===== src/core/cfd_pkg.sv =====
package cfd_pkg;
  // register byte offsets
  localparam logic [7:0]  ADDR_ENDIAN    = 8'h04;
  localparam logic [7:0]  ADDR_SCRATCH   = 8'h08;
  localparam logic [7:0]  ADDR_DATA_TIME = 8'h0C;
  localparam logic [7:0]  ADDR_TEST      = 8'h10;
  localparam logic [7:0]  ADDR_WATCHDOG  = 8'h14;
  localparam logic [7:0]  ADDR_CORE_CTRL = 8'h18;
  // reset values and constants
  localparam logic [31:0] BYTE_ORDER_PATTERN = 32'h87654321;
  localparam logic [31:0] SCRATCH_RESET      = 32'h00000000;
  localparam logic [31:0] DATA_TIME_RESET    = 32'h00000A33;
  // data timing fields
  localparam int DT_TDC_BIT  = 23;
  localparam int DT_PRE_HI   = 20;
  localparam int DT_PRE_LO   = 16;
  localparam int DT_SEG1_HI  = 12;
  localparam int DT_SEG1_LO  = 8;
  localparam int DT_SEG2_HI  = 7;
  localparam int DT_SEG2_LO  = 4;
  localparam int DT_SJW_HI   = 2;
  localparam int DT_SJW_LO   = 0;
  localparam logic [31:0] DATA_TIME_MASK = 32'h009F1FF7;
  // test register fields
  localparam int TST_RX_BIT  = 7;
  localparam int TST_TX_HI   = 6;
  localparam int TST_TX_LO   = 5;
  localparam int TST_LBK_BIT = 4;
  // watchdog register fields
  localparam int WD_CNT_LO   = 8;
  localparam int WD_FLAG_BIT = 16;
  // core control fields
  localparam int CC_INIT_BIT = 0;
  localparam int CC_CCE_BIT  = 1;
  localparam int CC_TEST_BIT = 7;
  localparam int CC_TXP_BIT  = 14;
  localparam int CC_PRE_STANDARD_FD_FORMAT_BIT = 15;
  // timing
  localparam logic [4:0]  BIT_FIXED_TQ = 5'd3;
  localparam logic [1:0]  PAUSE_BITS   = 2'd2;
  // transmit pin modes
  typedef enum logic [1:0] {
    CFD_TX_CORE     = 2'b00,
    CFD_TX_SAMPLE   = 2'b01,
    CFD_TX_DOMINANT = 2'b10,
    CFD_TX_RECESS   = 2'b11
  } cfd_tx_mode_e;
endpackage


===== src/core/cfd_timing_regs.sv =====
// Operation
// endianness register returns fixed pattern
// scratch word, read/write, no effect
// data timing writable only with cce and init
// bit 4..25 tq, tq 1..32 clocks; code allows 3..49 tq (5-bit seg1, 4-bit seg2)
// tq equals clock times prescaler plus one
// bit length seg1 plus seg2 plus three
// seg1 lasts tq times value plus one
// seg2 lasts tq times value plus one
// jump width tq times value plus one
// next bit data ready right after sample
// software keeps data rate at least nominal
// bit 23 enables delay compensation
// data timing resets to default
// test register writable only in test mode
// leaving test mode resets test functions
// bit 7 shows live receive pin
// transmit pin mode field selects pin source
// bit 4 enables internal loop back
// ram access or ready reloads watchdog
// watchdog expiry stops counter, sets flag
// watchdog off when start value zero
// bit 15 selects pre-standard fd format
// transmit pause two bits after success
// init set at reset, bus untouched
// protected bits need cce and init
// reserved bits read zero, ignore writes
module cfd_timing_regs (
  // clock and reset
  input  wire logic        i_clock,
  input  wire logic        i_reset_n,
  // apb slave
  input  wire logic        psel,
  input  wire logic        penable,
  input  wire logic        pwrite,
  input  wire logic [7:0]  paddr,
  input  wire logic [31:0] pwdata,
  output logic      [31:0] prdata,
  output logic             pready,
  output logic             pslverr,
  // protocol core side
  input  wire logic        i_core_tx_bit,
  input  wire logic        i_tx_success,
  output logic             o_core_rx_bit,
  output logic             o_sample_point,
  output logic             o_bit_end,
  output logic             o_tx_pause_active,
  output logic             o_init,
  output logic             o_config_change_enable,
  output logic             o_pre_standard_fd_format,
  output logic             o_delay_compensation_enable,
  // message ram side
  input  wire logic        i_ram_access,
  input  wire logic        i_ram_ready,
  output logic             o_ram_watchdog_flag,
  // can pins
  input  wire logic        i_bus_receive_pin,
  output logic             o_bus_transmit_pin
);
  import cfd_pkg::*;

  logic [31:0] scratch_value_ff;
  logic [31:0] data_time_ff;
  logic [1:0]  tx_mode_ff;
  logic        loop_back_enable_ff;
  logic        rx_pin_ff;
  logic [7:0]  ram_watchdog_start_value_ff;
  logic [7:0]  ram_watchdog_count_ff;
  logic        wd_run_ff;
  logic        ram_watchdog_flag_ff;
  logic        init_ff;
  logic        config_change_enable_ff;
  logic        test_enable_ff;
  logic        transmit_pause_enable_ff;
  logic        pre_standard_fd_format_ff;
  logic [4:0]  tq_cnt_ff;
  logic [5:0]  tq_idx_ff;
  logic        rx_prev_ff;
  logic        core_bit_ff;
  logic [1:0]  pause_cnt_ff;
  logic        pause_active_ff;
  logic [31:0] prdata_ff;
  logic        pready_ff;
  logic        pslverr_ff;
  logic        tx_pin_ff;
  logic        core_rx_ff;
  logic        sample_ff;
  logic        bit_end_ff;

  // field extraction
  function automatic logic [4:0] field5(input logic [31:0] w, input int lo);
    field5 = w[lo +: 5];
  endfunction

  // apb decode
  wire         acc       = psel & penable & pready_ff;
  wire         wr        = acc & pwrite;
  // first access cycle, answered at the next edge
  wire         acc_first = psel & penable & ~pready_ff;
  wire         hit_end   = (paddr == ADDR_ENDIAN);
  wire         hit_scr   = (paddr == ADDR_SCRATCH);
  wire         hit_dt    = (paddr == ADDR_DATA_TIME);
  wire         hit_tst   = (paddr == ADDR_TEST);
  wire         hit_wd    = (paddr == ADDR_WATCHDOG);
  wire         hit_cc    = (paddr == ADDR_CORE_CTRL);
  wire         mapped    = hit_end | hit_scr | hit_dt | hit_tst | hit_wd | hit_cc;
  wire         protect_ok = config_change_enable_ff & init_ff;
  wire         wr_dt     = wr & hit_dt & protect_ok;
  wire         wr_tst    = wr & hit_tst & test_enable_ff;
  wire         wr_wd     = wr & hit_wd;
  wire         wr_cc     = wr & hit_cc;
  wire         wr_scr    = wr & hit_scr;

  // timing fields
  wire [4:0]   prescale  = field5(data_time_ff, DT_PRE_LO);
  wire [4:0]   seg1      = field5(data_time_ff, DT_SEG1_LO);
  wire [3:0]   seg2      = data_time_ff[DT_SEG2_HI:DT_SEG2_LO];
  wire [2:0]   sjw       = data_time_ff[DT_SJW_HI:DT_SJW_LO];
  // last tq index of the bit: seg1 + seg2 + 3 quanta in all
  wire [5:0]   bit_last  = 6'(seg1) + 6'(seg2) + 6'(BIT_FIXED_TQ) - 6'd1;
  wire         tq_tick   = ~init_ff & (tq_cnt_ff == prescale);
  // sample point closes the sync quantum plus seg1 + 1 quanta
  wire [5:0]   sample_idx = 6'(seg1) + 6'd1;
  wire         at_sample = tq_tick & (tq_idx_ff == sample_idx);
  wire [5:0]   tq_left   = bit_last - tq_idx_ff;
  wire         rx_fall   = rx_prev_ff & ~i_bus_receive_pin;
  // edge in phase after sample point shortens bit, bounded by jump width
  wire         resync    = rx_fall & ~init_ff & (tq_idx_ff > sample_idx)
                           & (tq_left <= 6'(sjw) + 6'd1);
  wire         at_end    = (tq_tick & (tq_idx_ff == bit_last)) | resync;

  // watchdog
  wire         wd_on     = (ram_watchdog_start_value_ff != 8'h00);
  wire         wd_expire = wd_run_ff & (ram_watchdog_count_ff == 8'h01);
  // ram answer beats expiry, clear loses to expiry
  wire         wd_answer = i_ram_ready | i_ram_access;
  wire         wd_clear  = wr_wd & pwdata[WD_FLAG_BIT];

  // transmit pause, counted in data bit ends
  wire         pause_load = i_tx_success & transmit_pause_enable_ff;
  wire         pause_step = at_end & (pause_cnt_ff != 2'd0);

  // read mux
  logic [31:0] rd_word;
  always_comb begin
    rd_word = 32'h00000000;
    if (hit_end) begin
      rd_word = BYTE_ORDER_PATTERN;
    end else if (hit_scr) begin
      rd_word = scratch_value_ff;
    end else if (hit_dt) begin
      rd_word = data_time_ff;
    end else if (hit_tst) begin
      rd_word[TST_RX_BIT]            = rx_pin_ff;
      rd_word[TST_TX_HI:TST_TX_LO]   = tx_mode_ff;
      rd_word[TST_LBK_BIT]           = loop_back_enable_ff;
    end else if (hit_wd) begin
      rd_word[7:0]                   = ram_watchdog_start_value_ff;
      rd_word[WD_CNT_LO +: 8]        = ram_watchdog_count_ff;
      rd_word[WD_FLAG_BIT]           = ram_watchdog_flag_ff;
    end else if (hit_cc) begin
      rd_word[CC_INIT_BIT]           = init_ff;
      rd_word[CC_CCE_BIT]            = config_change_enable_ff;
      rd_word[CC_TEST_BIT]           = test_enable_ff;
      rd_word[CC_TXP_BIT]            = transmit_pause_enable_ff;
      rd_word[CC_PRE_STANDARD_FD_FORMAT_BIT]           = pre_standard_fd_format_ff;
    end
  end

  // pin source select
  logic nxt_tx_pin;
  always_comb begin
    case (tx_mode_ff)
      CFD_TX_CORE:     nxt_tx_pin = core_bit_ff;
      CFD_TX_SAMPLE:   nxt_tx_pin = at_sample;
      CFD_TX_DOMINANT: nxt_tx_pin = 1'b0;
      CFD_TX_RECESS:   nxt_tx_pin = 1'b1;
      default:         nxt_tx_pin = 1'b1;
    endcase
    if (init_ff && tx_mode_ff == CFD_TX_CORE) begin
      nxt_tx_pin = 1'b1;
    end
  end

  // apb handshake, one wait state
  always_ff @(posedge i_clock or negedge i_reset_n) begin
    if (!i_reset_n) begin
      pready_ff  <= 1'b0;
      pslverr_ff <= 1'b0;
      prdata_ff  <= 32'h00000000;
    end else begin
      pready_ff  <= acc_first;
      pslverr_ff <= acc_first & ~mapped;
      prdata_ff  <= (acc_first & ~pwrite) ? rd_word : 32'h00000000;
    end
  end

  // scratch and data timing registers
  always_ff @(posedge i_clock or negedge i_reset_n) begin
    if (!i_reset_n) begin
      scratch_value_ff <= SCRATCH_RESET;
      data_time_ff     <= DATA_TIME_RESET;
    end else begin
      if (wr_scr) begin
        scratch_value_ff <= pwdata;
      end
      if (wr_dt) begin
        data_time_ff <= pwdata & DATA_TIME_MASK;
      end
    end
  end

  // core control
  always_ff @(posedge i_clock or negedge i_reset_n) begin
    if (!i_reset_n) begin
      init_ff                   <= 1'b1;
      config_change_enable_ff   <= 1'b0;
      test_enable_ff            <= 1'b0;
      transmit_pause_enable_ff  <= 1'b0;
      pre_standard_fd_format_ff <= 1'b0;
    end else if (wr_cc) begin
      init_ff <= pwdata[CC_INIT_BIT];
      // cce only while init stays set
      config_change_enable_ff <= pwdata[CC_CCE_BIT] & pwdata[CC_INIT_BIT] & init_ff;
      if (protect_ok) begin
        transmit_pause_enable_ff  <= pwdata[CC_TXP_BIT];
        pre_standard_fd_format_ff <= pwdata[CC_PRE_STANDARD_FD_FORMAT_BIT];
        test_enable_ff            <= pwdata[CC_TEST_BIT];
      end else if (!pwdata[CC_TEST_BIT]) begin
        test_enable_ff <= 1'b0; // clearing is never protected
      end
    end
  end

  // test register
  always_ff @(posedge i_clock or negedge i_reset_n) begin
    if (!i_reset_n) begin
      tx_mode_ff          <= CFD_TX_CORE;
      loop_back_enable_ff <= 1'b0;
      rx_pin_ff           <= 1'b1;
    end else begin
      rx_pin_ff <= i_bus_receive_pin;
      if (!test_enable_ff) begin
        tx_mode_ff          <= CFD_TX_CORE;
        loop_back_enable_ff <= 1'b0;
      end else if (wr_tst) begin
        tx_mode_ff          <= pwdata[TST_TX_HI:TST_TX_LO];
        loop_back_enable_ff <= pwdata[TST_LBK_BIT];
      end
    end
  end

  // ram watchdog
  always_ff @(posedge i_clock or negedge i_reset_n) begin
    if (!i_reset_n) begin
      ram_watchdog_start_value_ff <= 8'h00;
      ram_watchdog_count_ff       <= 8'h00;
      wd_run_ff                   <= 1'b0;
      ram_watchdog_flag_ff        <= 1'b0;
    end else begin
      if (wr_wd) begin
        ram_watchdog_start_value_ff <= pwdata[7:0];
      end
      if (i_ram_ready) begin
        ram_watchdog_count_ff <= ram_watchdog_start_value_ff;
        wd_run_ff             <= 1'b0;
      end else if (i_ram_access) begin
        ram_watchdog_count_ff <= ram_watchdog_start_value_ff;
        wd_run_ff             <= wd_on;
      end else if (wd_run_ff) begin
        ram_watchdog_count_ff <= ram_watchdog_count_ff - 8'h01;
        wd_run_ff             <= ~wd_expire;
      end
      // set wins over a clear in the same cycle
      if (wd_expire && !wd_answer) begin
        ram_watchdog_flag_ff <= 1'b1;
      end else if (wd_clear) begin
        ram_watchdog_flag_ff <= 1'b0;
      end
    end
  end

  // data bit timing generator
  always_ff @(posedge i_clock or negedge i_reset_n) begin
    if (!i_reset_n) begin
      tq_cnt_ff  <= 5'd0;
      tq_idx_ff  <= 6'd0;
      rx_prev_ff <= 1'b1;
    end else begin
      rx_prev_ff <= i_bus_receive_pin;
      if (init_ff || at_end) begin
        tq_cnt_ff <= 5'd0;
        tq_idx_ff <= 6'd0;
      end else if (tq_tick) begin
        tq_cnt_ff <= 5'd0;
        tq_idx_ff <= tq_idx_ff + 6'd1;
      end else begin
        tq_cnt_ff <= tq_cnt_ff + 5'd1;
      end
    end
  end

  // core bit, pause and pins
  always_ff @(posedge i_clock or negedge i_reset_n) begin
    if (!i_reset_n) begin
      core_bit_ff  <= 1'b1;
      pause_cnt_ff <= 2'd0;
      pause_active_ff <= 1'b0;
      tx_pin_ff    <= 1'b1;
      core_rx_ff   <= 1'b1;
      sample_ff    <= 1'b0;
      bit_end_ff   <= 1'b0;
    end else begin
      if (at_end) begin
        core_bit_ff <= i_core_tx_bit;
      end
      if (pause_load) begin
        pause_cnt_ff <= PAUSE_BITS;
      end else if (pause_step) begin
        pause_cnt_ff <= pause_cnt_ff - 2'd1;
      end
      pause_active_ff <= (pause_cnt_ff != 2'd0);
      tx_pin_ff   <= nxt_tx_pin;
      core_rx_ff  <= loop_back_enable_ff ? core_bit_ff : i_bus_receive_pin;
      sample_ff   <= at_sample;
      bit_end_ff  <= at_end;
    end
  end

  // outputs
  assign prdata                      = prdata_ff;
  assign pready                      = pready_ff;
  assign pslverr                     = pslverr_ff;
  assign o_bus_transmit_pin          = tx_pin_ff;
  assign o_core_rx_bit               = core_rx_ff;
  assign o_sample_point              = sample_ff;
  assign o_bit_end                   = bit_end_ff;
  assign o_tx_pause_active           = pause_active_ff;
  assign o_init                      = init_ff;
  assign o_config_change_enable      = config_change_enable_ff;
  assign o_pre_standard_fd_format    = pre_standard_fd_format_ff;
  assign o_delay_compensation_enable = data_time_ff[DT_TDC_BIT];
  assign o_ram_watchdog_flag         = ram_watchdog_flag_ff;

endmodule


===== config.mk =====
export PLATFORM = sky130hd
export DESIGN_NAME = cfd_timing_regs
export DESIGN_NICKNAME = d
export VERILOG_FILES = /design/src/core/cfd_pkg.sv /design/src/core/cfd_timing_regs.sv
export SDC_FILE = /design/constraint.sdc
export NUM_CORES = 1
export LEC_CHECK = 0
export ABC_CLOCK_PERIOD_IN_PS = 10200
export BUFFER_PORTS_ARGS = -buffer_cell sky130_fd_sc_hd__buf_2
export CAP_MARGIN = 20
export CORE_MARGIN = 10
export CORE_UTILIZATION = 30
export CTS_BUF_LIST = sky130_fd_sc_hd__clkbuf_2
export DETAILED_ROUTE_END_ITERATION = 12
export HOLD_SLACK_MARGIN = 0.06
export PLACE_DENSITY = 0.49
export SLEW_MARGIN = 0
export SYNTH_ARGS = -nofsm -noshare
export SYNTH_HDL_FRONTEND = slang
export SYNTH_SLANG_ARGS = --single-unit

===== constraint.sdc =====
create_clock -name i_clock -period 10.2 [get_ports i_clock]
set_input_delay 2.04 -clock i_clock [delete_from_list [all_inputs] [get_ports i_clock]]
set_output_delay 2.04 -clock i_clock [all_outputs]
set_load 0.1 [all_outputs]

==> out/qor.yml <==
clock_tree:
  htreeDepth: 4
  cts_tree: "done"
  post_cts_buffers: 0
  numCtsBuffers: 17
  insertion_delay_ns: 0.70
  clk_path_buf_depth: 2
  hold_buffers: 0
  postCtsResizedCells: 0
  cts_sinks: 130
  clk_pin_slew_ns: 0.19
  root_buffer: "clkbuf_2"
drt:
  post_drt_wl_per_cell_microns: 17.8
  antenna_left: 0
  dr.pass1.iters: 4
  drt_wl_total_microns: 16900
  via_count: 4615
  vias_per_cell: 4.85
  drc_errors: 0
  drt-initial-drc-count: 277
final_layout:
  n_antenna_cell: 0
  nets: 745
  utilization_pct: 35.0
  fin_area_sq_um: 7350
  drive_gt1_share_pct: 32.5
  syn_to_final_growth_pct: 15.0
synthesis:
  synthesis.area_sq_um: 6400
  ys_warn_count: 0
  ys_async_sr_fraction_pct: 100
  ys_seq_area_share_pct: 51.1
  yosys_most_used_dff: "dfrtp_1"
  synth_area_leader_cell: "dfrtp_1"
  ys_types: 55
  synth_commonest_cells: "dfrtp_1, mux2_2, nor2_1"
  synthCells: 569
  netlist_top_cells_area: "dfrtp_1, mux2_2, ha_1"
  synth_nets: 651
  avgSynthCellArea_sq_um: 11.2
  yosysTopAreaCellShare_pct: 46.6
  synth_edf_count: 0
  synth_seq_cells: 130
  yosysMostFrequentCell: "dfrtp_1"
global_route:
  antenna_found_initial: 2
  grt_pass1_wl_microns: 27400
  overflow: 0
  grt_max_degree: 72
  grt_usage_pct: 12.4
  grt_pass1_vias: 4801
setup_path:
  cp_slowest_stage_delay_ns: 0.62
  crit_family: "adder cells"
  cp-start-kind: "register"
  crit_fanout: 11
  r2r_start: "data_time_ff[9]"
  crit-reg2reg-capture: "tq_cnt_ff[4]"
  arrival_ns: 5.03
  rr_worst_depth: 19
  crit_type: "register to register"
  cp.required_ns: 10.83
  critPathSlowestCell: "dfstp_2"
  cp_cell_sequence: "inv_1 > ha_1 > inv_1 > ha_1 > inv_1 > fa_1 > inv_1 > ha_1 > o21a_1 > o31ai_1 > a21boi_0 > ha_1 > nand2_1 > o21ai_0 > o21ai_0 > a41oi_2 > inv_2 > or3_1 > nor2_1"
  worstSetupEndpointType: "register"
  rrSetupSlack_ns: 5.80
  cp.buffers_inverters: 5
sta:
  min_period_over_period_pct: 43.2
  finalSetupViolCount: 0
  skew_ns: 0.0245
  clock.fmax_ghz: 0.227
  grt_setup_unrepaired: "false"
  hold_viol: 0
  slew_viol_final: 0
  relSlewSlack_pct: 31.1
  setup_slack_ns: 5.80
  holdWs_ns: 0.479
  fin_crit_ns: 4.40
  tns_ns: 0
  worstMarginPinSlew_ns: 1.03
power:
  p_seq_share_pct: 48.3
  p_sw_w: 0.000416
  ir_drop_v: 0.0000791
  leakagePower_nw: 3.59
  clockPowerShare_pct: 26.0
  pwr_density_cell_nw_per_um2: 160
  pwr-share-comb_pct: 25.7
  swShare_pct: 35.4
  p_int_w: 0.000761
placed_design:
  gp_congestion: 0.815
  port_buffers: 93
  dpl.hpwl_microns: 12500
  place_area_sq_um: 7130
  dpl_worst_slack_ns: 5.35
hold_path:
  hold_class: "register to register"
  hold_path_depth: 2
  hold_end: "core_bit_ff"
  worstHoldStart: "core_bit_ff"
floorplan:
  core_area_sq_um: 21000
  fp.dieW_microns: 166
  io_pins: 94
  start_util_pct: 30.4
  num_rows: 53
  dieArea_sq_um: 27600
  die_h_microns: 166
run_status:
  status: "complete, no violations"
job:
  cap_violations: 0
logic make-up (layout without fill, tap and decap cells):
logic type                 after synthesis  count (layout)  share of synthesized area, %
and+or+nand+nor                        167             167                          13.2
buffers and inverters                   54             161                          3.62
AOI/OAI and AO/OA                       80              80                          8.18
xor gates and xnor gates                30              30                          4.23
adders and majority gates               32              32                          6.49
muxes                                   76              76                          13.2
DFF                                    130             130                          51.1
metal layers:
layer  routed length, microns  vias up  part of all wire (%)  GRT usage, %
met2                     7670      134                    45          18.8
met1                     7860     2286                    46          16.3
met4                      283        4                   1.7          4.16
met5                       27        -                  0.16             0
met3                     1090       21                   6.5          4.12
li1                         -     2170                     -             -
worst min-delay path, cell delays in order, from the launching register on:
cell     delay (ns)
dfstp_2        0.42
nand2_1        0.05
nand2_1        0.04
worst max-delay path by stage:
stage | to | cells after the start | slack, ns | startpoint
6_report | tq_cnt_ff[4] | 19 | 5.80 | data_time_ff[9]
3_3_place_gp | scratch_value_ff[9] | 8 | 5.46 | paddr[1]
2_1_floorplan | pause_cnt_ff[1] | 20 | 6.42 | data_time_ff[9]
4_1_cts | tq_cnt_ff[4] | 19 | 5.76 | data_time_ff[9]
5_1_grt | tq_cnt_ff[4] | 19 | 5.44 | data_time_ff[9]
3_5_place_dp | scratch_value_ff[19] | 8 | 5.35 | paddr[1]
registers in the layout, summed over array words and instances (netlist names), 2 cells and up:
name / cells
prdata: 32
scratch_value_ff: 32
data_time_ff: 18
ram_watchdog_count_ff: 8
ram_watchdog_start_value_ff: 8
tq_idx_ff: 6
tq_cnt_ff: 5
pause_cnt_ff: 2
tx_mode_ff: 2
metrics by stage:
stage	power, W	cells
finish	0.00118	951
CTS	0.00119	951
detailed placement	0.000880	919
floorplan	0.000800	569
global placement	0.000864	919
global route	0.00126	951
cell type report:
type                       count  area (sq um)
clock inverter                11           114
fill                        2080         13700
multi-input combinational    385          2910
sequential                   130          3270
tap                          275           344
inverter                      33           124
timing repair buffer          96           490
clock buffer                  21           105
layout by cell type, fill, tap and decap left out, drive strengths merged, types with 5 or more instances in the layout:
cell type and n:
o21a 7, nor3 18, ha 30, and2 7
mux2i 8, xor2 9, clkbuf 21, xnor2 21
dfrtp 119, nor2 51, dfstp 11, nor2b 5
nand4 5, inv 33, a22oi 5, nand2 37
buf 96, o21ai 18, mux2 68, a21oi 26
a221oi 6, a22o 5, nand3 15, clkinv 6
power by group through the flow:
stage                     registers [W]  logic [W]  clock network, W
after global placement         0.000576   0.000288                 0
after global routing           0.000573   0.000337          0.000346
final                          0.000568   0.000303          0.000307
after floorplan                0.000632   0.000168                 0
after CTS                      0.000568   0.000304          0.000321
after detailed placement       0.000577   0.000303                 0
Power figures use the tool's default switching activity.
